<file path="src/udc_pkg.sv">
// package for the up/down pulse counter core: register map, fields, enums
package udc_pkg;
  localparam logic [31:0] UDC_LIMIT_HI  = 32'h7FFF_FFFF;
  localparam logic [31:0] UDC_LIMIT_LO  = 32'h8000_0000;
  localparam logic [31:0] UDC_ZERO      = 32'h0000_0000;
  localparam logic [31:0] UDC_ONE       = 32'h0000_0001;
  localparam logic [31:0] UDC_RDZERO    = 32'h0000_0000;

  // ------------------------------------------------------------------
  // register byte offsets
  // ------------------------------------------------------------------
  localparam logic [7:0] UDC_OFS_CTRL    = 8'h00;
  localparam logic [7:0] UDC_OFS_CFG     = 8'h04;
  localparam logic [7:0] UDC_OFS_HILIM   = 8'h08;
  localparam logic [7:0] UDC_OFS_DIRECT  = 8'h0C;
  localparam logic [7:0] UDC_OFS_PREP    = 8'h10;
  localparam logic [7:0] UDC_OFS_CMP1    = 8'h14;
  localparam logic [7:0] UDC_OFS_CMP2    = 8'h18;
  localparam logic [7:0] UDC_OFS_OUTPAR  = 8'h1C;
  localparam logic [7:0] UDC_OFS_COUNT   = 8'h20;
  localparam logic [7:0] UDC_OFS_LATCH   = 8'h24;
  localparam logic [7:0] UDC_OFS_STATUS  = 8'h28;
  localparam logic [7:0] UDC_OFS_SNAPCNT = 8'h2C;
  localparam logic [7:0] UDC_OFS_SNAPLAT = 8'h30;
  localparam logic [7:0] UDC_OFS_SNAPSTS = 8'h34;

  // ------------------------------------------------------------------
  // field positions
  // ------------------------------------------------------------------
  localparam int UDC_CTRL_GATE   = 0;  // software_gate_bit
  localparam int UDC_CTRL_APPLY  = 1;  // write one: reassign parameters
  localparam int UDC_CFG_MODE_LO = 0;  // 2 bits
  localparam int UDC_CFG_DIR_LO  = 2;  // 2 bits
  localparam int UDC_CFG_AUX_LO  = 4;  // 2 bits
  localparam int UDC_CFG_CANCEL  = 6;  // canceling gate function
  localparam int UDC_OP_FN1_LO   = 0;  // 3 bits
  localparam int UDC_OP_FN2_LO   = 4;  // 3 bits
  localparam int UDC_OP_HYS_LO   = 8;  // 8 bits
  localparam int UDC_OP_PW_LO    = 16; // 16 bits
  localparam int UDC_ST_GATE     = 0;
  localparam int UDC_ST_AUX      = 1;
  localparam int UDC_ST_OUT1     = 2;
  localparam int UDC_ST_OUT2     = 3;
  localparam int UDC_ST_DIRUP    = 4;

  typedef enum logic [1:0] {
    UDC_MODE_CONT = 2'b00, UDC_MODE_ONCE = 2'b01, UDC_MODE_PERIOD = 2'b10
  } udc_mode_type;
  typedef enum logic [1:0] {
    UDC_DIR_NONE = 2'b00, UDC_DIR_UP = 2'b01, UDC_DIR_DOWN = 2'b10
  } udc_dir_type;
  typedef enum logic [1:0] {
    UDC_AUX_INPUT = 2'b00, UDC_AUX_GATE = 2'b01, UDC_AUX_LATCH = 2'b10, UDC_AUX_SYNC = 2'b11
  } udc_aux_type;
  typedef enum logic [2:0] {
    UDC_OUT_NONE = 3'b000, UDC_OUT_GE = 3'b001, UDC_OUT_LE = 3'b010,
    UDC_OUT_PULSE = 3'b011, UDC_OUT_WINDOW = 3'b100
  } udc_outfn_type;

  // encoder pulse side
  typedef struct packed {
    logic count_pulse;
    logic count_up;
  } udc_pulse_type;

  // APB slave signals
  typedef struct packed {
    logic        psel;
    logic        penable;
    logic        pwrite;
    logic [7:0]  paddr;
    logic [31:0] pwdata;
  } udc_apb_req_type;
  typedef struct packed {
    logic        pready;
    logic        pslverr;
    logic [31:0] prdata;
  } udc_apb_rsp_type;
endpackage

</file>
<file path="src/udc_core.sv">
// up/down pulse counter core with APB register file
//
// Operation
// - upper limit is max signed 32-bit
// - lower limit is min signed 32-bit
// - continuous: up past upper wraps low
// - continuous: down past lower wraps high
// - continuous counting starts from load value
// - direct load immediate; prepared load on events
// - no main direction: either limit loads prepared
// - up reaches high limit, down reaches zero
// - gate start loads prepared; resume keeps count
// - sync and latch-retrigger load prepared value
// - main direction sets limits and reset states
// - none/up direction: values reset to zero
// - down direction: values reset to high limit
// - cycle request accepted, answered same cycle
// - snapshot count, latch, status per cycle
// - only pre-sample events appear this cycle
// - aux input has four functions
// - outputs: none, ge, le, pulse; window on first output only
// - hysteresis and pulse duration on outputs
// - runtime updates need no reassignment
// - three counting modes
// - internal gate is software AND hardware when aux is the gate, software otherwise, and held closed after a once-only stop
// - software gate opens on rising edge only
`timescale 1ns/1ps
module udc_core
  import udc_pkg::*;
#(
  parameter int PW_W  = 16,
  parameter int HYS_W = 8
) (
  // clock and reset
  input  wire logic            core_clk,
  input  wire logic            sys_rst,
  // encoder and auxiliary pins
  input  wire udc_pkg::udc_pulse_type pulse_in,
  input  wire logic            aux_input,
  input  wire logic            cycle_sample,
  // digital outputs
  output logic                 first_output,
  output logic                 second_output,
  // register bus
  input  wire udc_pkg::udc_apb_req_type apb_req,
  output udc_pkg::udc_apb_rsp_type      apb_rsp
);
  import udc_pkg::*;

  // ------------------------------------------------------------------
  // registers
  // ------------------------------------------------------------------
  logic               software_gate_bit_r;
  logic               software_gate_bit_open_r;
  logic               hardware_gate_r;
  logic               aux_prev_r;
  logic               gate_prev_r;
  logic               once_stop_r;
  udc_mode_type       mode_r;
  udc_dir_type        dir_r;
  udc_aux_type        aux_fn_r;
  logic               cancel_r;
  logic        [31:0] hi_limit_r;
  logic signed [31:0] count_r;
  logic signed [31:0] prepared_load_value_r;
  logic signed [31:0] compare_value_one_r;
  logic signed [31:0] compare_value_two_r;
  logic signed [31:0] latch_r;
  logic        [31:0] output_behaviour_params_r;
  logic signed [31:0] snap_count_r;
  logic signed [31:0] snap_latch_r;
  logic        [31:0] snap_status_r;
  logic               out1_r;
  logic               out2_r;
  logic [PW_W-1:0]    pw1_r;
  logic [PW_W-1:0]    pw2_r;
  logic               dir_up_r;
  logic        [31:0] prdata_r;

  // ------------------------------------------------------------------
  // bus decode
  // ------------------------------------------------------------------
  logic wr_en;
  logic rd_en;
  logic wr_ctrl;
  logic wr_apply;
  logic wr_direct;
  assign wr_en     = apb_req.psel && apb_req.penable && apb_req.pwrite;
  assign rd_en     = apb_req.psel && !apb_req.penable && !apb_req.pwrite;
  assign wr_ctrl   = wr_en && (apb_req.paddr == UDC_OFS_CTRL);
  assign wr_apply  = wr_ctrl && apb_req.pwdata[UDC_CTRL_APPLY];
  assign wr_direct = wr_en && (apb_req.paddr == UDC_OFS_DIRECT);

  // ------------------------------------------------------------------
  // gates and events
  // ------------------------------------------------------------------
  logic aux_rise;
  logic aux_fall;
  logic gate_int;
  logic gate_start;
  logic load_evt;
  logic latch_evt;
  logic sync_evt;
  logic step;
  logic at_hi;
  logic at_lo;
  logic limit_hit;
  logic signed [31:0] reset_val;
  assign aux_rise  = aux_input && !aux_prev_r;
  assign aux_fall  = !aux_input && aux_prev_r;
  // internal gate; hardware gate counts only when assigned
  assign gate_int  = software_gate_bit_open_r && (hardware_gate_r || aux_fn_r != UDC_AUX_GATE)
                     && !once_stop_r;
  assign gate_start = gate_int && !gate_prev_r;
  assign latch_evt = (aux_fn_r == UDC_AUX_LATCH) && aux_rise;
  assign sync_evt  = (aux_fn_r == UDC_AUX_SYNC) && aux_rise;
  assign step      = gate_int && pulse_in.count_pulse;
  // direction of a pulse is taken straight from the encoder side
  assign at_hi = pulse_in.count_up &&
                 (count_r == $signed((dir_r == UDC_DIR_UP) ? hi_limit_r : UDC_LIMIT_HI));
  assign at_lo = !pulse_in.count_up &&
                 (count_r == $signed((dir_r == UDC_DIR_DOWN) ? UDC_ZERO : UDC_LIMIT_LO));
  always_comb begin
    unique case (dir_r)
      UDC_DIR_UP:   limit_hit = at_hi;
      UDC_DIR_DOWN: limit_hit = at_lo;
      default:      limit_hit = at_hi || at_lo;
    endcase
  end
  // a canceling gate restarts from the load value; interrupting continues
  assign load_evt = (gate_start && cancel_r) || sync_evt || latch_evt;
  // main direction picks reset states and limits, never the pulse direction
  assign reset_val = (dir_r == UDC_DIR_DOWN) ? $signed(hi_limit_r) : $signed(UDC_ZERO);

  // ------------------------------------------------------------------
  // configuration registers
  // ------------------------------------------------------------------
  always_ff @(posedge core_clk) begin
    if (sys_rst) begin
      mode_r   <= UDC_MODE_CONT;
      dir_r    <= UDC_DIR_NONE;
      aux_fn_r <= UDC_AUX_INPUT;
      cancel_r <= 1'b1;
      hi_limit_r <= UDC_LIMIT_HI;
    end else if (wr_en && apb_req.paddr == UDC_OFS_CFG) begin
      mode_r   <= udc_mode_type'(apb_req.pwdata[UDC_CFG_MODE_LO +: 2]);
      dir_r    <= udc_dir_type'(apb_req.pwdata[UDC_CFG_DIR_LO +: 2]);
      aux_fn_r <= udc_aux_type'(apb_req.pwdata[UDC_CFG_AUX_LO +: 2]);
      cancel_r <= apb_req.pwdata[UDC_CFG_CANCEL];
    end else if (wr_en && apb_req.paddr == UDC_OFS_HILIM) begin
      hi_limit_r <= apb_req.pwdata;
    end
  end

  // ------------------------------------------------------------------
  // software and hardware gates
  // ------------------------------------------------------------------
  always_ff @(posedge core_clk) begin
    if (sys_rst) begin
      software_gate_bit_r <= 1'b0;
      software_gate_bit_open_r      <= 1'b0;
      hardware_gate_r     <= 1'b0;
      aux_prev_r          <= 1'b0;
      gate_prev_r         <= 1'b0;
      once_stop_r         <= 1'b0;
    end else begin
      aux_prev_r  <= aux_input;
      gate_prev_r <= gate_int;
      if (wr_ctrl) begin
        software_gate_bit_r <= apb_req.pwdata[UDC_CTRL_GATE];
        if (apb_req.pwdata[UDC_CTRL_GATE] && !software_gate_bit_r) begin
          software_gate_bit_open_r <= 1'b1;
        end else if (!apb_req.pwdata[UDC_CTRL_GATE]) begin
          software_gate_bit_open_r <= 1'b0;
        end
      end
      // the hardware gate follows the aux pin edges whatever its function
      if (aux_rise) begin
        hardware_gate_r <= 1'b1;
      end else if (aux_fall) begin
        hardware_gate_r <= 1'b0;
      end
      // once-only closes the gate at a limit until the software gate reopens
      if (step && limit_hit && mode_r == UDC_MODE_ONCE) begin
        once_stop_r <= 1'b1;
      end else if (wr_ctrl && apb_req.pwdata[UDC_CTRL_GATE] && !software_gate_bit_r) begin
        once_stop_r <= 1'b0;
      end
    end
  end

  // ------------------------------------------------------------------
  // counter
  // ------------------------------------------------------------------
  logic signed [31:0] count_nxt;
  always_comb begin
    count_nxt = count_r;
    if (wr_direct) begin
      count_nxt = $signed(apb_req.pwdata);
    end else if (load_evt) begin
      count_nxt = prepared_load_value_r;
    end else if (step && limit_hit && mode_r != UDC_MODE_CONT) begin
      count_nxt = prepared_load_value_r;
    end else if (step && pulse_in.count_up) begin
      count_nxt = count_r + $signed(UDC_ONE);
    end else if (step) begin
      count_nxt = count_r - $signed(UDC_ONE);
    end
  end

  // parameter reassignment outranks every count event in the same cycle
  always_ff @(posedge core_clk) begin
    if (sys_rst) begin
      count_r <= $signed(UDC_ZERO);
      dir_up_r <= 1'b1;
    end else if (wr_apply) begin
      count_r <= reset_val;
    end else begin
      count_r <= count_nxt;
      if (step) begin
        dir_up_r <= pulse_in.count_up;
      end
    end
  end

  // ------------------------------------------------------------------
  // value registers updatable while counting
  // ------------------------------------------------------------------
  always_ff @(posedge core_clk) begin
    if (sys_rst) begin
      prepared_load_value_r <= $signed(UDC_ZERO);
      compare_value_one_r   <= $signed(UDC_ZERO);
      compare_value_two_r   <= $signed(UDC_ZERO);
      latch_r               <= $signed(UDC_ZERO);
      output_behaviour_params_r <= UDC_ZERO;
    end else if (wr_apply) begin
      prepared_load_value_r <= reset_val;
      compare_value_one_r   <= reset_val;
      compare_value_two_r   <= reset_val;
      latch_r               <= reset_val;
    end else begin
      if (wr_en && apb_req.paddr == UDC_OFS_PREP) prepared_load_value_r <= apb_req.pwdata;
      if (wr_en && apb_req.paddr == UDC_OFS_CMP1) compare_value_one_r <= apb_req.pwdata;
      if (wr_en && apb_req.paddr == UDC_OFS_CMP2) compare_value_two_r <= apb_req.pwdata;
      if (wr_en && apb_req.paddr == UDC_OFS_OUTPAR) output_behaviour_params_r <= apb_req.pwdata;
      if (latch_evt) latch_r <= count_r;
    end
  end

  // ------------------------------------------------------------------
  // comparator outputs
  // ------------------------------------------------------------------
  udc_outfn_type      fn1;
  udc_outfn_type      fn2;
  logic [HYS_W-1:0]   hys;
  logic [PW_W-1:0]    pw_len;
  logic signed [31:0] hys_s;
  assign fn1    = udc_outfn_type'(output_behaviour_params_r[UDC_OP_FN1_LO +: 3]);
  assign fn2    = udc_outfn_type'(output_behaviour_params_r[UDC_OP_FN2_LO +: 3]);
  assign hys    = output_behaviour_params_r[UDC_OP_HYS_LO +: HYS_W];
  assign pw_len = output_behaviour_params_r[UDC_OP_PW_LO +: PW_W];
  assign hys_s  = $signed({{(32-HYS_W){1'b0}}, hys});

  // one output's next level; hysteresis holds the level near the threshold
  function automatic logic out_next(input udc_outfn_type fn, input logic cur,
                                    input logic signed [31:0] cnt,
                                    input logic signed [31:0] c1,
                                    input logic signed [31:0] c2,
                                    input logic signed [31:0] h,
                                    input logic pulse_active);
    logic res;
    res = 1'b0;
    unique case (fn)
      UDC_OUT_GE:     res = cur ? (cnt >= c1 - h) : (cnt >= c1);
      UDC_OUT_LE:     res = cur ? (cnt <= c1 + h) : (cnt <= c1);
      UDC_OUT_PULSE:  res = (cnt == c1) || pulse_active;
      UDC_OUT_WINDOW: res = (cnt >= c1) && (cnt <= c2);
      default:        res = 1'b0;
    endcase
    return res;
  endfunction

  // the window needs both values, so only the first output offers it
  udc_outfn_type fn2_eff;
  assign fn2_eff = (fn2 == UDC_OUT_WINDOW) ? UDC_OUT_NONE : fn2;

  always_ff @(posedge core_clk) begin
    if (sys_rst) begin
      out1_r <= 1'b0;
      out2_r <= 1'b0;
      pw1_r  <= '0;
      pw2_r  <= '0;
    end else begin
      out1_r <= out_next(fn1, out1_r, count_r, compare_value_one_r,
                         compare_value_two_r, hys_s, pw1_r != '0);
      out2_r <= out_next(fn2_eff, out2_r, count_r, compare_value_two_r,
                         compare_value_two_r, hys_s, pw2_r != '0);
      // pulse stretch counts down from the programmed duration
      if (fn1 == UDC_OUT_PULSE && count_r == compare_value_one_r) pw1_r <= pw_len;
      else if (pw1_r != '0) pw1_r <= pw1_r - 1'b1;
      if (fn2_eff == UDC_OUT_PULSE && count_r == compare_value_two_r) pw2_r <= pw_len;
      else if (pw2_r != '0) pw2_r <= pw2_r - 1'b1;
    end
  end
  assign first_output  = out1_r;
  assign second_output = out2_r;

  // ------------------------------------------------------------------
  // cycle snapshot
  // ------------------------------------------------------------------
  // status bits are live; the snapshot copies them at the sampling pulse
  logic [31:0] status_now;
  always_comb begin
    status_now = UDC_ZERO;
    status_now[UDC_ST_GATE]  = gate_int;
    status_now[UDC_ST_AUX]   = aux_prev_r;
    status_now[UDC_ST_OUT1]  = out1_r;
    status_now[UDC_ST_OUT2]  = out2_r;
    status_now[UDC_ST_DIRUP] = dir_up_r;
  end
  // the snapshot takes registered state, so a pulse in the sampling cycle shows next time
  always_ff @(posedge core_clk) begin
    if (sys_rst) begin
      snap_count_r  <= $signed(UDC_ZERO);
      snap_latch_r  <= $signed(UDC_ZERO);
      snap_status_r <= UDC_ZERO;
    end else if (cycle_sample) begin
      snap_count_r  <= count_r;
      snap_latch_r  <= latch_r;
      snap_status_r <= status_now;
    end
  end

  // ------------------------------------------------------------------
  // read data
  // ------------------------------------------------------------------
  always_ff @(posedge core_clk) begin
    if (sys_rst) begin
      prdata_r <= UDC_RDZERO;
    end else if (rd_en) begin
      unique case (apb_req.paddr)
        UDC_OFS_CTRL:    prdata_r <= {31'h0000_0000, software_gate_bit_r};
        UDC_OFS_CFG:     prdata_r <= {25'h000_0000, cancel_r, aux_fn_r, dir_r, mode_r};
        UDC_OFS_HILIM:   prdata_r <= hi_limit_r;
        UDC_OFS_DIRECT:  prdata_r <= count_r;
        UDC_OFS_PREP:    prdata_r <= prepared_load_value_r;
        UDC_OFS_CMP1:    prdata_r <= compare_value_one_r;
        UDC_OFS_CMP2:    prdata_r <= compare_value_two_r;
        UDC_OFS_OUTPAR:  prdata_r <= output_behaviour_params_r;
        UDC_OFS_COUNT:   prdata_r <= count_r;
        UDC_OFS_LATCH:   prdata_r <= latch_r;
        UDC_OFS_STATUS:  prdata_r <= status_now;
        UDC_OFS_SNAPCNT: prdata_r <= snap_count_r;
        UDC_OFS_SNAPLAT: prdata_r <= snap_latch_r;
        UDC_OFS_SNAPSTS: prdata_r <= snap_status_r;
        default:         prdata_r <= UDC_RDZERO;
      endcase
    end
  end

  // unaligned or past the last register: error, nothing written
  logic unmapped;
  assign unmapped = (apb_req.paddr[1:0] != 2'b00) || (apb_req.paddr > UDC_OFS_SNAPSTS);
  // zero wait states: every access ends in its first access cycle
  always_comb begin
    apb_rsp.pready  = 1'b1;
    apb_rsp.pslverr = apb_req.psel && apb_req.penable && unmapped;
    apb_rsp.prdata  = prdata_r;
  end
endmodule

</file>
<file path="config.mk">
export PLATFORM = sky130hd
export DESIGN_NAME = udc_core
export DESIGN_NICKNAME = d
export VERILOG_FILES = /design/src/udc_pkg.sv /design/src/udc_core.sv
export SDC_FILE = /design/constraint.sdc
export NUM_CORES = 1
export LEC_CHECK = 0
export ABC_AREA = 1
export BUFFER_PORTS_ARGS = -buffer_cell sky130_fd_sc_hd__clkbuf_2
export CAP_MARGIN = 20
export CORE_ASPECT_RATIO = 2
export CORE_MARGIN = 1
export CORE_UTILIZATION = 46
export CTS_BUF_LIST = sky130_fd_sc_hd__clkbuf_16
export DETAILED_ROUTE_END_ITERATION = 16
export GPL_ROUTABILITY_DRIVEN = 0
export PLACE_DENSITY = 0.62
export SETUP_SLACK_MARGIN = 0.4
export SKIP_CTS_REPAIR_TIMING = 1
export SYNTH_ARGS = -nofsm -noshare
export SYNTH_HDL_FRONTEND = slang
export SYNTH_SLANG_ARGS = --single-unit
</file>
<file path="constraint.sdc">
create_clock -name core_clk -period 6.96 [get_ports core_clk]
set_clock_uncertainty 0.05 [all_clocks]
set_input_delay 0.348 -clock core_clk [delete_from_list [all_inputs] [get_ports core_clk]]
set_output_delay 0.348 -clock core_clk [all_outputs]
set_load 0.01 [all_outputs]
</file>
Word level (Yosys, flattened, before mapping)
Index checks and enable logic that the tools add are counted.

storage, ports and cells
  bits in registers = 373
  input bits = 49
  output and inout bits = 36
  logic and storage cells = 184

cells by class
  $add $sub $neg = 8
  order comparisons = 9
  equal/unequal tests = 33
  mux-type cells = 36
  bitwise gates (word level) = 2
  reduce and logical (&&, ||, !) cells = 70

operators by type and width
  operator               number
  $mux 32                17
  $pmux 32 s13           1
  $eq 32x32->1           4
  $ge 32x32->1           4
  $le 32x32->1           4
  $add 32x9->32          2
  $mux 16                4
  $sub 32x9->32          2
  $eq 8x6->1 const B     6
  $logic_and 1x1->1      36
  $add 32x2->32 const B  1
  $eq 8x5->1 const B     4
  $reduce_bool 16->1     2
  $sub 16x1->16 const B  2
  $sub 32x2->32 const B  1
  $reduce_bool 2->1      10
  $eq 8x4->1 const B     2
  $eq 3x2->1 const B     4
  $mux 1                 10
  $eq 3x3->1 const B     3
  $eq 8x3->1 const B     1
  $gt 8x6->1 const B     1
  $logic_not 1->1        8
  $logic_not 8->1        1
  12 further kinds       28

Depth between registers and ports, before layout
  depth after elaboration = 12
  depth in mapped cells = 32
  depth with buffers taken out = 32

Least setup slack after synthesis
No wires, ideal clock.

  kind = reg2reg
  from = register output_behaviour_params_r[8]
  to = register out1_r, in the netlist first_output
  library setup time = 128 ps
  arrival time = 3,529 ps
  data required time = 6,782 ps
  slack = 3,254 ps
  stages on the path, launching flop included = 27
  path buffers = 0
  period minus slack after synthesis = 3,706 ps
  cells stage by stage = dfxtp_1 ha_1 inv_1 fa_1 a21oi_1 o21bai_1 nand3_1 nand2_1 a31oi_1 nand2_1 nor2_1 nand3_1 nor2_1 nand2_1 xor2_1 ha_1 nand2_1 nor2_1 nand4_1 nor4_1 nand2_1 nand3_1 nand3_1 nand3_1 nand2_1 nor2_1 nor2_1

on the way
  longest elaborated chain between the ends = 4
  elaborated cells on any way between the ends = 7
  those cells by class = add/sub: 2; order compare: 2; mux: 3

ends and longest elaborated chain
  what                                            line                              RTL
  from (decl)                                     udc_core.sv:69                    logic [31:0] output_behaviour_params_r;
  from (signal assigned)                          udc_core.sv:245                   if (wr_en && apb_req.paddr == UDC_OFS_OUTPAR) output_behaviour_params_r <= apb_req.pwdata;
  $add 32x9->32 or $sub 32x9->32 (tied branches)  udc_core.sv:275, udc_core.sv:274
  $le 32x32->1 or $ge 32x32->1 (tied branches)    udc_core.sv:275, udc_core.sv:274
  $mux 1 (on tied branches)                       udc_core.sv:275, udc_core.sv:274
  $pmux 1 s4 *                                    udc_core.sv:273                   unique case (fn)
  to (signal assigned)                            udc_core.sv:294                   out1_r <= out_next(fn1, out1_r, count_r, compare_value_one_r,
  to (decl)                                       udc_core.sv:73                    logic out1_r;

Mark *: on every way between the ends. The rest lies on a longest branch, timed or not.
A chain may end at the register's enable or synchronous reset.

Worst setup path in the final report
  from = register output_behaviour_params_r[9]
  to = register out1_r, in the netlist first_output

The elaborated chain is that of the path after synthesis.

==> metrics <==
Area Overhead vs Synth=8.20%; Pleak=13.7 nW; Max FO, Critical Path=8; dpl hpwl=99,600 um; per-cell routed wire length=27.5 um; Post-synth ARST share=0; share of layout cells above drive strength 1=0.0587; CTS sink count=373; Final Slew Violations=0; f_max=219 MHz; Placed Area=0.0289 mm2; commonest non-fill, non-tap cell in the layout=nand2_1; I/O Buffers=83; Worst R2R End=first_output; sequential share of the synthesized area=0.268; Skew-Pair Late Insertion Delay=0.59 ns; Die X=176 um; clk root buf=clkbuf_16; worst path arrival time=4.97 ns; WS Path Type=register to register; commonest non-fill, non-tap cells in the layout=753 x nand2_1, 499 x inv_1, 490 x a21oi_1, 373 x dfxtp_1, 352 x o21ai_0; CTS H-tree depth=2; initial core utilization=0.464; reg2reg setup slack=2.39 ns; sw power=1.68 mW; Worst Hold Depth=3; Rows=127; Post-synth EDFFs=0; number of global-route vias before repair=29,671; Hold WS=-0.0297 ns; VDD IR max=0.182 mV; Worst R2R Path Depth=23; Main synth FF type=dfxtp_1; RSZ-0062 raised after global routing=false; Tmin final=4.57 ns; post-synth cell types=59; Clk pwr share=0.405; Pre-antenna DRT Iters=6; final wirelength=136,000 um; syn nets=4,474; #FFs+latches synth=373; filler instances=6,283; largest net degree at the start of global routing=159; grt ovf=0; DR vias/cell=6.29; setup violators final=0; core box area=0.0599 mm2; initial DRC count=3,815; Clock transition at path regs=0.07 ns; Comb pwr share=0.166; Detail Route Antenna Nets=0; first-pass GRT wire length=195,000 um; max cap viols=0; violated checks=negative hold slack; Sequential Power Share=0.428; Overall Global Routing Usage=0.438; Reg-to-Reg Start=output_behaviour_params_r[9]; Power Internal=3.72 mW; Die H=350 um; Final nets=4,458; Worst Hold End=hi_limit_r[27]; Post-Syn Instances=4,161; crit path capture type=register; DIE AREA=0.0615 mm2; Hold Fails Final Rpt=4; Tot Pwr=5.39 mW; P per Cell Area=179 mW/mm2; worst hold start=apb_req[27]; outcome=complete, but fails checks; FF/Latch Area=0.00747 mm2; CP Data Required Time=7.36 ns; Ys Warns=0; CTS max path bufs=3; Ports=85; switching share of power=0.311; Rel. slew slack=0.160; Setup TNS Final=0 ns; syn_area_per_cell=6.68 um2; final non-filler cell area=0.0301 mm2; Worst Max-Slew Pin Slew=1.25 ns; Placement Setup Slack=2.45 ns; Final period util=0.656; area leader, netlist=dfxtp_1; Residual DRC=0; initial antenna violation count=3; Hold Crit Class=input pin to register; startpoint types=register; synthesized cell area=0.0278 mm2; area share of the largest cell type after synthesis=0.268; final setup margin=2.39 ns; CTS tree=built; CTS Buf Count=37; Area contributors post-synth=dfxtp_1 27%, ha_1 12%, nand2_1 10%; multi-input logic area=0.0176 mm2; Vias=31,118
[critical path, stage by stage, from the launching register on]
cell	delay [ns]
dfxtp_1	0.33
inv_1	0.29
ha_1	0.31
nor2_1	0.10
nand2_1	0.06
nand2_1	0.12
a21oi_1	0.12
o21ai_1	0.26
a21oi_1	0.23
nor4_2	0.54
nand4_1	0.20
xor2_1	0.19
ha_1	0.31
nand2_1	0.06
nor2_1	0.15
nand4_1	0.13
nor3_1	0.38
nand2_1	0.16
nand3_1	0.09
nand3_1	0.07
nand3_1	0.10
nand2_1	0.06
nor2_1	0.08
nor2_1	0.04
[per-layer routing]
layer / part of all wire / wire length [um] / GRT usage
met2: 0.46 / 62000 / 0.716
met5: 0.00021 / 28 / 0
met1: 0.33 / 44900 / 0.454
met4: 0.11 / 15500 / 0.425
met3: 0.10 / 13800 / 0.106
[cells by family after synthesis]
kind of cell / after synthesis / share of synthesized area
other: 1 / 0.000135
buffers and inverters: 716 / 0.101
AO/OA/AOI/OAI: 1138 / 0.228
XOR/XNOR: 162 / 0.0510
adder cells (fa/ha/maj): 264 / 0.120
AND/OR/NAND/NOR: 1507 / 0.232
flip-flops: 373 / 0.268
[layout make-up]
class | count | area share
flip-flops and latches | 373 | 0.248
diodes | 2 | 0.000166
repair buffers | 143 | 0.0293
clock inverters | 29 | 0.00981
well taps | 774 | 0.0322
clock buffers | 37 | 0.0308
inverters | 518 | 0.0649
multi-input cells | 3072 | 0.585
[power by group through the flow]
stage          Sequential, mW  Combinational, mW  Clock (mW)
4_1_cts                  2.31              0.868        2.17
6_report                 2.31              0.897        2.19
3_3_place_gp             2.35              0.855           0
3_5_place_dp             2.35              0.860           0
2_1_floorplan            2.33              0.633           0
5_1_grt                  2.32              0.987        2.25
[through the flow]
| step | utilization | std cells |
|---|---|---|
| CTS | 0.502 | 4946 |
| floorplan | - | 4161 |
| global route | 0.502 | 4946 |
| global placement | 0.482 | 4880 |
| finish | 0.502 | 4948 |
| detailed placement | 0.482 | 4880 |
[Yosys cell counts, types with 4 or more instances]
master / count
nor2_1: 321
o2111ai_1: 4
o21bai_1: 7
o21ai_2: 4
clkinv_1: 10
fa_1: 5
o21ai_0: 352
o211ai_1: 49
o22ai_1: 52
nor4_1: 22
ha_1: 259
xor2_1: 141
nor3b_1: 4
inv_2: 13
a22oi_1: 30
xnor2_1: 21
buf_2: 27
buf_6: 8
buf_1: 5
o31ai_1: 5
a221oi_1: 42
a211oi_1: 4
a32o_1: 5
nand4_1: 76
o21a_1: 9
a21oi_1: 490
clkbuf_1: 156
nor2_2: 7
nand3_1: 198
nor3_1: 102
dfxtp_1: 373
nand2_1: 753
a31oi_1: 38
inv_1: 494
nand3b_1: 7
o21ai_1: 31
[registers in the layout, summed over array words and instances, names as in the netlist, 2 cells and up]
signal,flops
count_r,32
prepared_load_value_r,32
prdata_r,32
mode_r,2
output_behaviour_params_r,32
pw2_r,16
compare_value_one_r,32
dir_r,2
compare_value_two_r,32
aux_fn_r,2
pw1_r,16
hi_limit_r,32
snap_count_r,32
snap_status_r,5
snap_latch_r,32
latch_r,32
[worst max path at each step]
stage / startpoint / endpoint / slack (ns) / cells after the start
2_1_floorplan: output_behaviour_params_r[8] / first_output / 3.25 / 26
3_3_place_gp: output_behaviour_params_r[9] / first_output / 2.48 / 23
3_5_place_dp: output_behaviour_params_r[9] / first_output / 2.45 / 23
4_1_cts: output_behaviour_params_r[9] / first_output / 2.45 / 23
5_1_grt: output_behaviour_params_r[9] / first_output / 1.97 / 23
6_report: output_behaviour_params_r[9] / first_output / 2.39 / 23
(Power assumes the default switching activity.)
